[config.mk]
export PLATFORM = sky130hd
export DESIGN_NAME = pipelined_burst_sram_seq
export DESIGN_NICKNAME = d
export VERILOG_FILES = /design/src/burst_sram_pkg.sv /design/src/pipelined_burst_sram_seq.sv
export SDC_FILE = /design/constraint.sdc
export NUM_CORES = 2
export LEC_CHECK = 0
export BUFFER_PORTS_ARGS = -buffer_cell sky130_fd_sc_hd__buf_4
export CAP_MARGIN = 20
export CELL_PAD_IN_SITES_DETAIL_PLACEMENT = 0
export CELL_PAD_IN_SITES_GLOBAL_PLACEMENT = 2
export CORE_AREA = 4 4 304 306
export DETAILED_ROUTE_END_ITERATION = 8
export DIE_AREA = 0 0 308 310
export GPL_ROUTABILITY_DRIVEN = 0
export PLACE_DENSITY_LB_ADDON = 0.1
export SYNTH_ARGS = -nofsm -noshare
export SYNTH_HDL_FRONTEND = slang
export SYNTH_SLANG_ARGS = --single-unit
[constraint.sdc]
create_clock -name sys_clk -period 36.4 [get_ports sys_clk]
set_input_delay 3.64 -clock sys_clk [delete_from_list [all_inputs] [get_ports sys_clk]]
set_output_delay 3.64 -clock sys_clk [all_outputs]
set_load 0.1 [all_outputs]
[src/burst_sram_pkg.sv]
// constants, types and latency lookup for the burst sram sequencer
// ----------------------------------------------------------------------------
// Function
// first read data from a pipelined sram is expected one link cycle later than flow-through.
// attached srams must be single-cycle deselect parts, slower parts are not covered.
// the optional late-clocking data latch strobes of the sram are never driven.
// the srams run strobeless, so every sample relies on plain synchronous timing.
// the reused sleep pin acts as address strobe in the first clock of each chip select only.
// each burst spends one cycle on row select and one cycle on each of beats a to d.
// a write burst is followed by one deselect cycle, a read burst is not.
// back-to-back reads, writes and read-write-read four-beat bursts are supported.
// private memory accesses use exactly the same pin sequence as cache accesses.
// the three-stage sram gets one extra wait state before its first read beat.
// the three-stage timing is chosen by its own cache control setting.
// chip select stays high across a burst and drops between bursts.
// ----------------------------------------------------------------------------
package burst_sram_pkg;

    localparam int ADDR_W = 18;
    localparam int DATA_W = 64;
    localparam int BEATS  = 4;

    localparam logic [1:0] LAST_BEAT  = 2'h3;
    localparam logic [1:0] FIRST_BEAT = 2'h0;

    // cache control sram type setting
    localparam logic [1:0] TYPE_FLOW_THROUGH      = 2'h0;
    localparam logic [1:0] TYPE_TWO_STAGE_BURST   = 2'h1;
    localparam logic [1:0] TYPE_THREE_STAGE_BURST = 2'h2;

    // link cycles from column issue to read data sample
    localparam logic [1:0] LAT_FLOW_THROUGH = 2'h1;
    localparam logic [1:0] LAT_TWO_STAGE    = 2'h2;
    localparam logic [1:0] LAT_THREE_STAGE  = 2'h3;

    localparam int PEND_W = 4;

    typedef enum logic [1:0] {
        SEQ_IDLE  = 2'b00,
        SEQ_ROW   = 2'b01,
        SEQ_COL   = 2'b11,
        SEQ_DESEL = 2'b10
    } seq_state_t;

    typedef struct packed {
        logic                          write;
        logic                          private_mem;
        logic [ADDR_W-1:0]             addr;
        logic [BEATS-1:0][DATA_W-1:0]  data;
    } burst_req_t;

    typedef struct packed {
        logic              chip_select;
        logic              address_strobe;
        logic              write_enable;
        logic [ADDR_W-1:0] addr;
    } sram_pins_t;

    // latency lookup, unknown setting treated as slowest
    function automatic logic [1:0] read_latency(input logic [1:0] sram_type);
        logic [1:0] lat;
        lat = LAT_THREE_STAGE;
        unique case (sram_type)
            TYPE_FLOW_THROUGH:      lat = LAT_FLOW_THROUGH;
            TYPE_TWO_STAGE_BURST:   lat = LAT_TWO_STAGE;
            TYPE_THREE_STAGE_BURST: lat = LAT_THREE_STAGE;
            default:                lat = LAT_THREE_STAGE;
        endcase
        return lat;
    endfunction

endpackage

[src/pipelined_burst_sram_seq.sv]
// burst sram sequencer with link clock sampling and two-entry read buffer
`timescale 1ns/1ns
module pipelined_burst_sram_seq (
    input  wire logic                         sys_clk,
    input  wire logic                         sys_rst,
    input  wire logic [1:0]                   cache_ctrl_sram_type,
    input  wire logic                         req_valid,
    input  wire burst_sram_pkg::burst_req_t   req,
    output logic                              req_ready,
    output logic                              rd_valid,
    output logic [burst_sram_pkg::DATA_W-1:0] rd_data,
    input  wire logic                         rd_ready,
    input  wire logic                         sram_clk,
    output burst_sram_pkg::sram_pins_t        sram_pins,
    input  wire logic [burst_sram_pkg::DATA_W-1:0] sram_data_in,
    output logic [burst_sram_pkg::DATA_W-1:0] sram_data_out,
    output logic                              sram_data_oe,
    output logic                              sram_latch_strobe_oe
);
    import burst_sram_pkg::*;

    // ------------------------------------------------------------------
    // link clock and data sampling
    // ------------------------------------------------------------------
    logic              clk_s1_reg;
    logic              clk_s2_reg;
    logic              clk_s3_reg;
    logic [DATA_W-1:0] din_s1_reg;
    logic [DATA_W-1:0] din_s2_reg;
    logic              link_edge;

    // two-flop sync of clock and data, strobeless sampling
    always_ff @(posedge sys_clk or posedge sys_rst) begin
        if (sys_rst) begin
            clk_s1_reg <= 1'b0;
            clk_s2_reg <= 1'b0;
            clk_s3_reg <= 1'b0;
            din_s1_reg <= '0;
            din_s2_reg <= '0;
        end else begin
            clk_s1_reg <= sram_clk;
            clk_s2_reg <= clk_s1_reg;
            clk_s3_reg <= clk_s2_reg;
            din_s1_reg <= sram_data_in;
            din_s2_reg <= din_s1_reg;
        end
    end

    assign link_edge = clk_s2_reg & ~clk_s3_reg;

    // ------------------------------------------------------------------
    // request holding
    // ------------------------------------------------------------------
    seq_state_t        state_reg;
    logic [1:0]        beat_reg;
    logic [1:0]        lat_reg;
    logic [PEND_W-1:0] pend_reg;
    logic              skid_v_reg;
    logic              hold_v_reg;
    logic              hold_v_next;
    logic              req_ready_reg;
    burst_req_t        hold_reg;
    burst_req_t        cur_reg;
    logic              capture_due;
    logic              step;
    logic              start;

    // a due read beat with a full buffer freezes the sequence
    assign capture_due = link_edge & pend_reg[0];
    assign step        = link_edge & ~(pend_reg[0] & skid_v_reg);
    // writes wait until the data bus carries no read beat
    assign start       = step && (state_reg == SEQ_IDLE) && hold_v_reg &&
                         (!hold_reg.write || (pend_reg == '0));

    always_comb begin
        hold_v_next = hold_v_reg;
        if (req_valid && req_ready_reg) begin
            hold_v_next = 1'b1;
        end else if (start) begin
            hold_v_next = 1'b0;
        end
    end

    // one request held ahead of the sequencer
    always_ff @(posedge sys_clk or posedge sys_rst) begin
        if (sys_rst) begin
            hold_v_reg    <= 1'b0;
            req_ready_reg <= 1'b0;
            hold_reg      <= '0;
        end else begin
            hold_v_reg    <= hold_v_next;
            req_ready_reg <= ~hold_v_next;
            if (req_valid && req_ready_reg) begin
                hold_reg <= req;
            end
        end
    end

    // ------------------------------------------------------------------
    // burst sequencer
    // ------------------------------------------------------------------
    sram_pins_t        pins_reg;
    logic [DATA_W-1:0] wdata_reg;
    logic              oe_reg;
    logic              strobe_oe_reg;
    logic              col_issue;
    logic [PEND_W-1:0] pend_ins;

    assign col_issue = step && !cur_reg.write &&
                       ((state_reg == SEQ_ROW) ||
                        (state_reg == SEQ_COL && beat_reg != LAST_BEAT));

    // read beat marker placed at the configured latency
    always_comb begin
        pend_ins = '0;
        if (col_issue) begin
            // marker falls due lat_reg steps after issue, not one more
            pend_ins[lat_reg - 2'h1] = 1'b1;
        end
    end

    // state, pins and beat count advance on each link step
    always_ff @(posedge sys_clk or posedge sys_rst) begin
        if (sys_rst) begin
            state_reg <= SEQ_IDLE;
            beat_reg  <= FIRST_BEAT;
            lat_reg   <= LAT_THREE_STAGE;
            cur_reg   <= '0;
            pins_reg  <= '0;
            wdata_reg <= '0;
            oe_reg    <= 1'b0;
        end else if (step) begin
            unique case (state_reg)
                SEQ_IDLE: begin
                    if (start) begin
                        // private memory takes the same path unchanged
                        cur_reg                 <= hold_reg;
                        lat_reg                 <= read_latency(cache_ctrl_sram_type);
                        state_reg               <= SEQ_ROW;
                        pins_reg.chip_select    <= 1'b1;
                        pins_reg.address_strobe <= 1'b1;
                        pins_reg.write_enable   <= hold_reg.write;
                        pins_reg.addr           <= hold_reg.addr;
                    end
                end
                SEQ_ROW: begin
                    // row select done, column a next
                    state_reg               <= SEQ_COL;
                    beat_reg                <= FIRST_BEAT;
                    pins_reg.address_strobe <= 1'b0;
                    wdata_reg               <= cur_reg.data[FIRST_BEAT];
                    oe_reg                  <= cur_reg.write;
                end
                SEQ_COL: begin
                    if (beat_reg == LAST_BEAT) begin
                        pins_reg.chip_select  <= 1'b0;
                        pins_reg.write_enable <= 1'b0;
                        oe_reg                <= 1'b0;
                        // only writes pay the deselect cycle
                        state_reg <= cur_reg.write ? SEQ_DESEL : SEQ_IDLE;
                    end else begin
                        beat_reg  <= beat_reg + 2'h1;
                        wdata_reg <= cur_reg.data[beat_reg + 2'h1];
                    end
                end
                SEQ_DESEL: begin
                    state_reg <= SEQ_IDLE;
                end
            endcase
        end
    end

    // pending read beats, shifted once per link step
    always_ff @(posedge sys_clk or posedge sys_rst) begin
        if (sys_rst) begin
            pend_reg <= '0;
        end else if (step) begin
            pend_reg <= (pend_reg >> 1) | pend_ins;
        end
    end

    // late-clocking latch strobes stay undriven
    always_ff @(posedge sys_clk or posedge sys_rst) begin
        if (sys_rst) begin
            strobe_oe_reg <= 1'b0;
        end else begin
            strobe_oe_reg <= 1'b0;
        end
    end

    // ------------------------------------------------------------------
    // two-entry read buffer
    // ------------------------------------------------------------------
    logic              out_v_reg;
    logic [DATA_W-1:0] out_data_reg;
    logic [DATA_W-1:0] skid_data_reg;
    logic              push;
    logic              pop;

    assign push = capture_due & ~skid_v_reg;
    assign pop  = out_v_reg & rd_ready;

    // output stage plus skid stage, a due read beat with a full skid stalls the sequencer
    always_ff @(posedge sys_clk or posedge sys_rst) begin
        if (sys_rst) begin
            out_v_reg     <= 1'b0;
            skid_v_reg    <= 1'b0;
            out_data_reg  <= '0;
            skid_data_reg <= '0;
        end else if (pop) begin
            if (skid_v_reg) begin
                out_data_reg <= skid_data_reg;
                skid_v_reg   <= 1'b0;
            end else if (push) begin
                out_data_reg <= din_s2_reg;
            end else begin
                out_v_reg <= 1'b0;
            end
        end else if (push) begin
            if (!out_v_reg) begin
                out_data_reg <= din_s2_reg;
                out_v_reg    <= 1'b1;
            end else begin
                skid_data_reg <= din_s2_reg;
                skid_v_reg    <= 1'b1;
            end
        end
    end

    assign req_ready            = req_ready_reg;
    assign rd_valid             = out_v_reg;
    assign rd_data              = out_data_reg;
    assign sram_pins            = pins_reg;
    assign sram_data_out        = wdata_reg;
    assign sram_data_oe         = oe_reg;
    assign sram_latch_strobe_oe = strobe_oe_reg;

    // ------------------------------------------------------------------
    // checks
    // ------------------------------------------------------------------
    chk_strobe_first_clock: assert property (
        @(posedge sys_clk) disable iff (sys_rst)
        $rose(pins_reg.chip_select) |-> pins_reg.address_strobe)
        else $error("address strobe missing in first select clock");

    chk_strobe_one_step: assert property (
        @(posedge sys_clk) disable iff (sys_rst)
        (step && pins_reg.address_strobe) |=> !pins_reg.address_strobe)
        else $error("address strobe held past first clock");

    chk_strobe_needs_select: assert property (
        @(posedge sys_clk) disable iff (sys_rst)
        pins_reg.address_strobe |-> pins_reg.chip_select && state_reg == SEQ_ROW)
        else $error("address strobe outside first select clock");

    chk_select_held_burst: assert property (
        @(posedge sys_clk) disable iff (sys_rst)
        (state_reg == SEQ_ROW || state_reg == SEQ_COL) |-> pins_reg.chip_select)
        else $error("chip select dropped inside burst");

    chk_four_columns: assert property (
        @(posedge sys_clk) disable iff (sys_rst)
        $fell(pins_reg.chip_select) |-> $past(state_reg) == SEQ_COL &&
        $past(beat_reg) == LAST_BEAT)
        else $error("burst ended without four columns");

    chk_write_deselect: assert property (
        @(posedge sys_clk) disable iff (sys_rst)
        (step && state_reg == SEQ_COL && beat_reg == LAST_BEAT && cur_reg.write)
        |=> state_reg == SEQ_DESEL)
        else $error("write burst missed deselect cycle");

    chk_read_no_deselect: assert property (
        @(posedge sys_clk) disable iff (sys_rst)
        (step && state_reg == SEQ_COL && beat_reg == LAST_BEAT && !cur_reg.write)
        |=> state_reg == SEQ_IDLE)
        else $error("read burst took a deselect cycle");

    chk_read_latency: assert property (
        @(posedge sys_clk) disable iff (sys_rst)
        (step && state_reg == SEQ_ROW && !cur_reg.write && lat_reg == LAT_THREE_STAGE)
        |=> pend_reg[2] && !pend_reg[1] && !pend_reg[3])
        else $error("three-stage first beat latency wrong");

    chk_type_select: assert property (
        @(posedge sys_clk) disable iff (sys_rst)
        start |=> lat_reg == read_latency($past(cache_ctrl_sram_type)))
        else $error("latency not taken from sram type setting");

    chk_bus_turnaround: assert property (
        @(posedge sys_clk) disable iff (sys_rst)
        oe_reg |-> pend_reg == '0 && pins_reg.write_enable)
        else $error("write data driven while read beats pending");

    chk_no_latch_strobe: assert property (
        @(posedge sys_clk) disable iff (sys_rst)
        !sram_latch_strobe_oe)
        else $error("latch strobe driven");

    cov_read_burst: cover property (
        @(posedge sys_clk) disable iff (sys_rst)
        start && !hold_reg.write);

    cov_write_burst: cover property (
        @(posedge sys_clk) disable iff (sys_rst)
        step && state_reg == SEQ_DESEL);

    cov_private_burst: cover property (
        @(posedge sys_clk) disable iff (sys_rst)
        start && hold_reg.private_mem);

    cov_buffer_stall: cover property (
        @(posedge sys_clk) disable iff (sys_rst)
        capture_due && skid_v_reg);

endmodule

== After elaboration in Yosys (flattened, before gate mapping) ==
Cells that the tools add are included.

* Input bits: 347
* Bits in registers: 891
* Output and inout bits: 153

* Reductions and logical operators: 31
* Magnitude comparators: 3
* Muxes and demuxes: 34
* Eq/ne operators: 12
* Bitwise operators: 12
* Add/sub/neg operators: 2

{| class="wikitable"
|+ Operator list
! kind !! number
|-
| 64-bit 2-to-1 mux || 7
|-
| 64-bit binary-select mux with 2-bit select || 1
|-
| 64-bit case mux with 2 select lines || 1
|-
| 3-bit AND reduction || 8
|-
| 21-bit 2-to-1 mux || 1
|-
| 2-bit nonzero test || 6
|-
| 1-bit 2-to-1 mux || 11
|-
| 2-bit != test, second input constant || 5
|-
| 1-bit logical AND || 8
|-
| 2-bit 2-to-1 mux || 4
|-
| 1-bit case mux with 2 select lines || 4
|-
| 2-bit case mux with 2 select lines || 2
|-
| 2-bit case mux with 4 select lines || 1
|-
| 1-bit AND || 6
|-
| 2-bit equality test, second input constant || 3
|-
| 2-bit by 3-bit less-than comparator with 1-bit output, second input constant || 2
|-
| 1-bit NOT || 5
|-
| 2-bit by 1-bit equality test with 1-bit output, second input constant || 2
|-
| 2-bit zero test || 2
|-
| 4-bit zero test || 1
|-
| 4-bit 2-to-1 mux || 1
|-
| 2-bit by 1-bit != test with 1-bit output, second input constant || 2
|-
| 3-bit by 4-bit bitwise OR with 4-bit output || 1
|-
| 4-bit AND reduction || 1
|-
| other kinds (7) || 9
|}

== Depth between registers and ports, before layout ==
* Depth in word-level cells: 9
* Mapped depth: 8
* Mapped depth without buffers: 5

== Least setup slack after synthesis ==
No wires, ideal clock.

* Path kind: input -> register
* From: in req_valid
* To: reg hold_reg[201] in the netlist's numbering
* Path buffers: 3
* Setup time: 0.125 ns
* Data required time: 36.275 ns
* Stages: 5
* Arrival time: 4.826 ns
* Slack: 31.449 ns
* Path through: and2_1 -> clkbuf_1 -> clkbuf_1 -> buf_2 -> mux2_2

* Word-level cells in the longest chain between the ends: 1

{| class="wikitable"
|+ RTL lines
! what !! line !! text
|-
| start: declaration || pipelined_burst_sram_seq.sv:7 || <nowiki>input wire logic req_valid,</nowiki>
|-
| 1-bit logical AND || pipelined_burst_sram_seq.sv:93 || <nowiki>if (req_valid && req_ready_reg) begin</nowiki>
|-
| end signal: assignment || pipelined_burst_sram_seq.sv:94 || <nowiki>hold_reg <= req;</nowiki>
|-
| end: declaration || pipelined_burst_sram_seq.sv:62 || <nowiki>burst_req_t hold_reg;</nowiki>
|}

Every way passes these cells.
A chain may end at the register's enable or synchronous reset.

==> impl_results.md <==
* Hold buffers post-CTS at 0
* Syn_area_per_cell at 12.02 um^2
* Clock latency at the later pin of the worst-skew pair at 0.65 ns
* Int Pwr at 2538 uW
* Site Rows at 110
* CTS root buf: clkbuf_16
* Area leader, netlist: dfrtp_1
* Startpoint Class: input pin
* Nature of the critical path endpoint: asynchronous set/reset pin
* DP HPWL at 57710 um
* Period utilisation layout at 19.02%
* Slew Viols, Final at 0
* Status: complete, no violations
* Final setup viols at 0
* Hold Violations, Final at 0
* Max FFs per register at 275
* CTS sink cnt at 891
* First-pass GRT wire length at 141600 um
* Worst setup path class: in2async
* Setup TNS at 0 ns
* Worst Clk Skew at 0.01703 ns
* Mapped Cells at 2817
* Min Tclk post-route at 6.924 ns
* PortBufs at 497
* Critical Path Most Common Cell: buf_4
* Die height at 310 um
* Post-Synthesis Cell Area at 0.03386 mm^2
* H-tree Lvls at 3
* Cell breakdown of the critical path: buf_4, inv_8, buf_4, buf_4, buf_4, buf_16, buf_4
* Max Clk Rate at 144.4 MHz
* Detailed-route via count at 22090
* Unrepaired setup endpoints after global routing: no
* Post-synth top area share at 65.69%
* Drt initial violations at 1236
* GRT Total Usage at 19.18%
* Netlist cell types at 39
* CTS Buffer Depth at 3
* DRC viols at 0
* DR pass1 iterations at 4
* Logic pwr share at 37.2%
* Signal arrival time at the worst endpoint at 7.62 ns
* Worst min path class: reg2reg
* Most frequent cells in the layout: dfrtp_1, nand2_1, buf_4, mux2_2, nor2_1
* Dominant synthesized flop cell: dfrtp_1
* Switching share of total power at 40.13%
* Total power at 4239 uW
* Power per cell area at 100.7 mW/mm^2
* Cts bufs inserted at 99
* Die Wd at 308 um
* Fillers at 8280
* Switching power total at 1701 uW
* Layout cells sized above 1 at 33.27%
* Clock Pin Slew Worst Setup and Hold Paths at 0.06 ns
* Req. time, crit path at 37.10 ns
* Cts repair resizes at 0
* Worst path max stage delay at 0.84 ns
* Post-CTS Setup Bufs at 0
* FF+latch area at 0.02230 mm^2
* Vias in the first global route at 23360
* Seq cells post-synth at 891
* Sequential-to-total area share from yosys stat at 65.85%
* Boundary Pins at 500
* Die ar. at 0.09548 mm^2
* Area contributors post-synth: dfrtp_1, mux2_2, nand2_1, mux2i_1, nor2_1
* TritonCTS clock tree: built
* Leak at 0.02038 uW
* Critical path fanouts, max at 115
* Critical path's slowest cell: buf_4
* Layout Nets at 3625
* Max rail drop VDD at 0.00006727 V
* Core area at 0.08960 mm^2
* Footprint of the multi-input gates at 0.01075 mm^2
* Post-synth EDFFs at 0
* Clock power frac at 24.6%
* Maximum number of pins on one net before global-route repair at 177
* Max-cap viol count at 0
* Initial antenna violation count at 20
* Area Overhead vs Synth at 24.31%
* Synthesized Nets at 3165
* Worst slew margin at 26.66%
* Synth warn at 0
* Flop pwr share at 38.2%
* Post-route ant nets at 0
* Gr ovfl total at 0
* Slew @ Worst Pin at 1.098 ns
* Detailed Route WL at 92060 um
* Vias per Instance at 4.863
* Most common cell after layout, fill and taps aside: dfrtp_1
* Wire per inst at 20.27 um
* Async S/R FF share, synth at 100.0%
* Starting Density at 37.80%
-- worst paths after layout --
check | start | end | slack, ns | cells past startpoint
max | sys_rst | hold_reg[53] | 29.48 | 7
min | din_s1_reg[54] | din_s2_reg[54] | 0.35 | 0
max reg2reg | req_ready | hold_reg[61] | 32.66 | 4
min reg2reg | din_s1_reg[54] | din_s2_reg[54] | 0.35 | 0
max in group sys_clk | req_valid | hold_reg[61] | 30.05 | 5
min in group asynchronous | sys_rst | hold_reg[208] | 3.13 | 2
-- logic make-up after synthesis --
logic type	synth area share, %
simple gates	12.14
flops	65.85
mux	15.33
compound gates	4.094
buf+inv	2.546
fa+ha+maj	0.03694
other cells	0.01107
-- critical path, delay by kind of cell --
family	cells	cell delay, ns
buf+inv	7	3.74
-- cell usage after synthesis (3+ instances only) --
library cell	count
nor2_1	138
nor3_1	65
nand3b_1	3
buf_1	9
o21ai_0	9
a21oi_1	69
inv_1	8
nand3_1	4
o22ai_1	63
nand2_1	835
clkbuf_1	56
mux2i_1	64
dfrtp_1	889
buf_4	14
buf_2	92
nor3b_1	3
a211oi_1	65
mux2_2	404
-- power by group through the flow --
stage,Sequential [uW],Clock [uW],Combinational (uW)
6_report,1620,1040,1580
2_1_floorplan,2170,0,634
4_1_cts,1630,1080,1600
5_1_grt,1670,1120,1690
3_3_place_gp,1620,0,1580
3_5_place_dp,1640,0,1600
-- cell type report --
| cell class | count | area share [%] |
|---|---|---|
| repair buffers | 532 | 9.642 |
| diodes | 12 | 0.07133 |
| clock buffers | 131 | 6.673 |
| flip-flops and latches | 891 | 52.98 |
| clock inverters | 47 | 1.504 |
| multi-input cells | 1745 | 25.55 |
| inverters | 8 | 0.08917 |
| well taps | 1176 | 3.495 |
-- layer usage --
| layer | wire [um] | global-route usage [%] | vias up | share of wire (%) |
|---|---|---|---|---|
| met5 | 141 | 0 | - | 0.15 |
| met4 | 2159 | 5.668 | 20 | 2.3 |
| met3 | 6004 | 5.547 | 138 | 6.5 |
| met2 | 44090 | 31.46 | 450 | 48 |
| met1 | 39660 | 24.94 | 11140 | 43 |
| li1 | - | - | 10340 | - |
-- through the flow --
step                util (%)  setup slack (ns)  cells  hold slack, ns  instance area [um^2]
global placement       43.05             28.42   4350          0.3315                 38570
floorplan                  -             7.718   2817          0.3312                 33870
CTS                    46.89             29.01   4528          0.3460                 42010
global route           46.96             28.80   4533          0.3483                 42070
finish                 46.98             29.48   4542          0.3464                 42100
detailed placement     43.05             28.31   4350          0.3347                 38570
(Power assumes the default switching activity.)
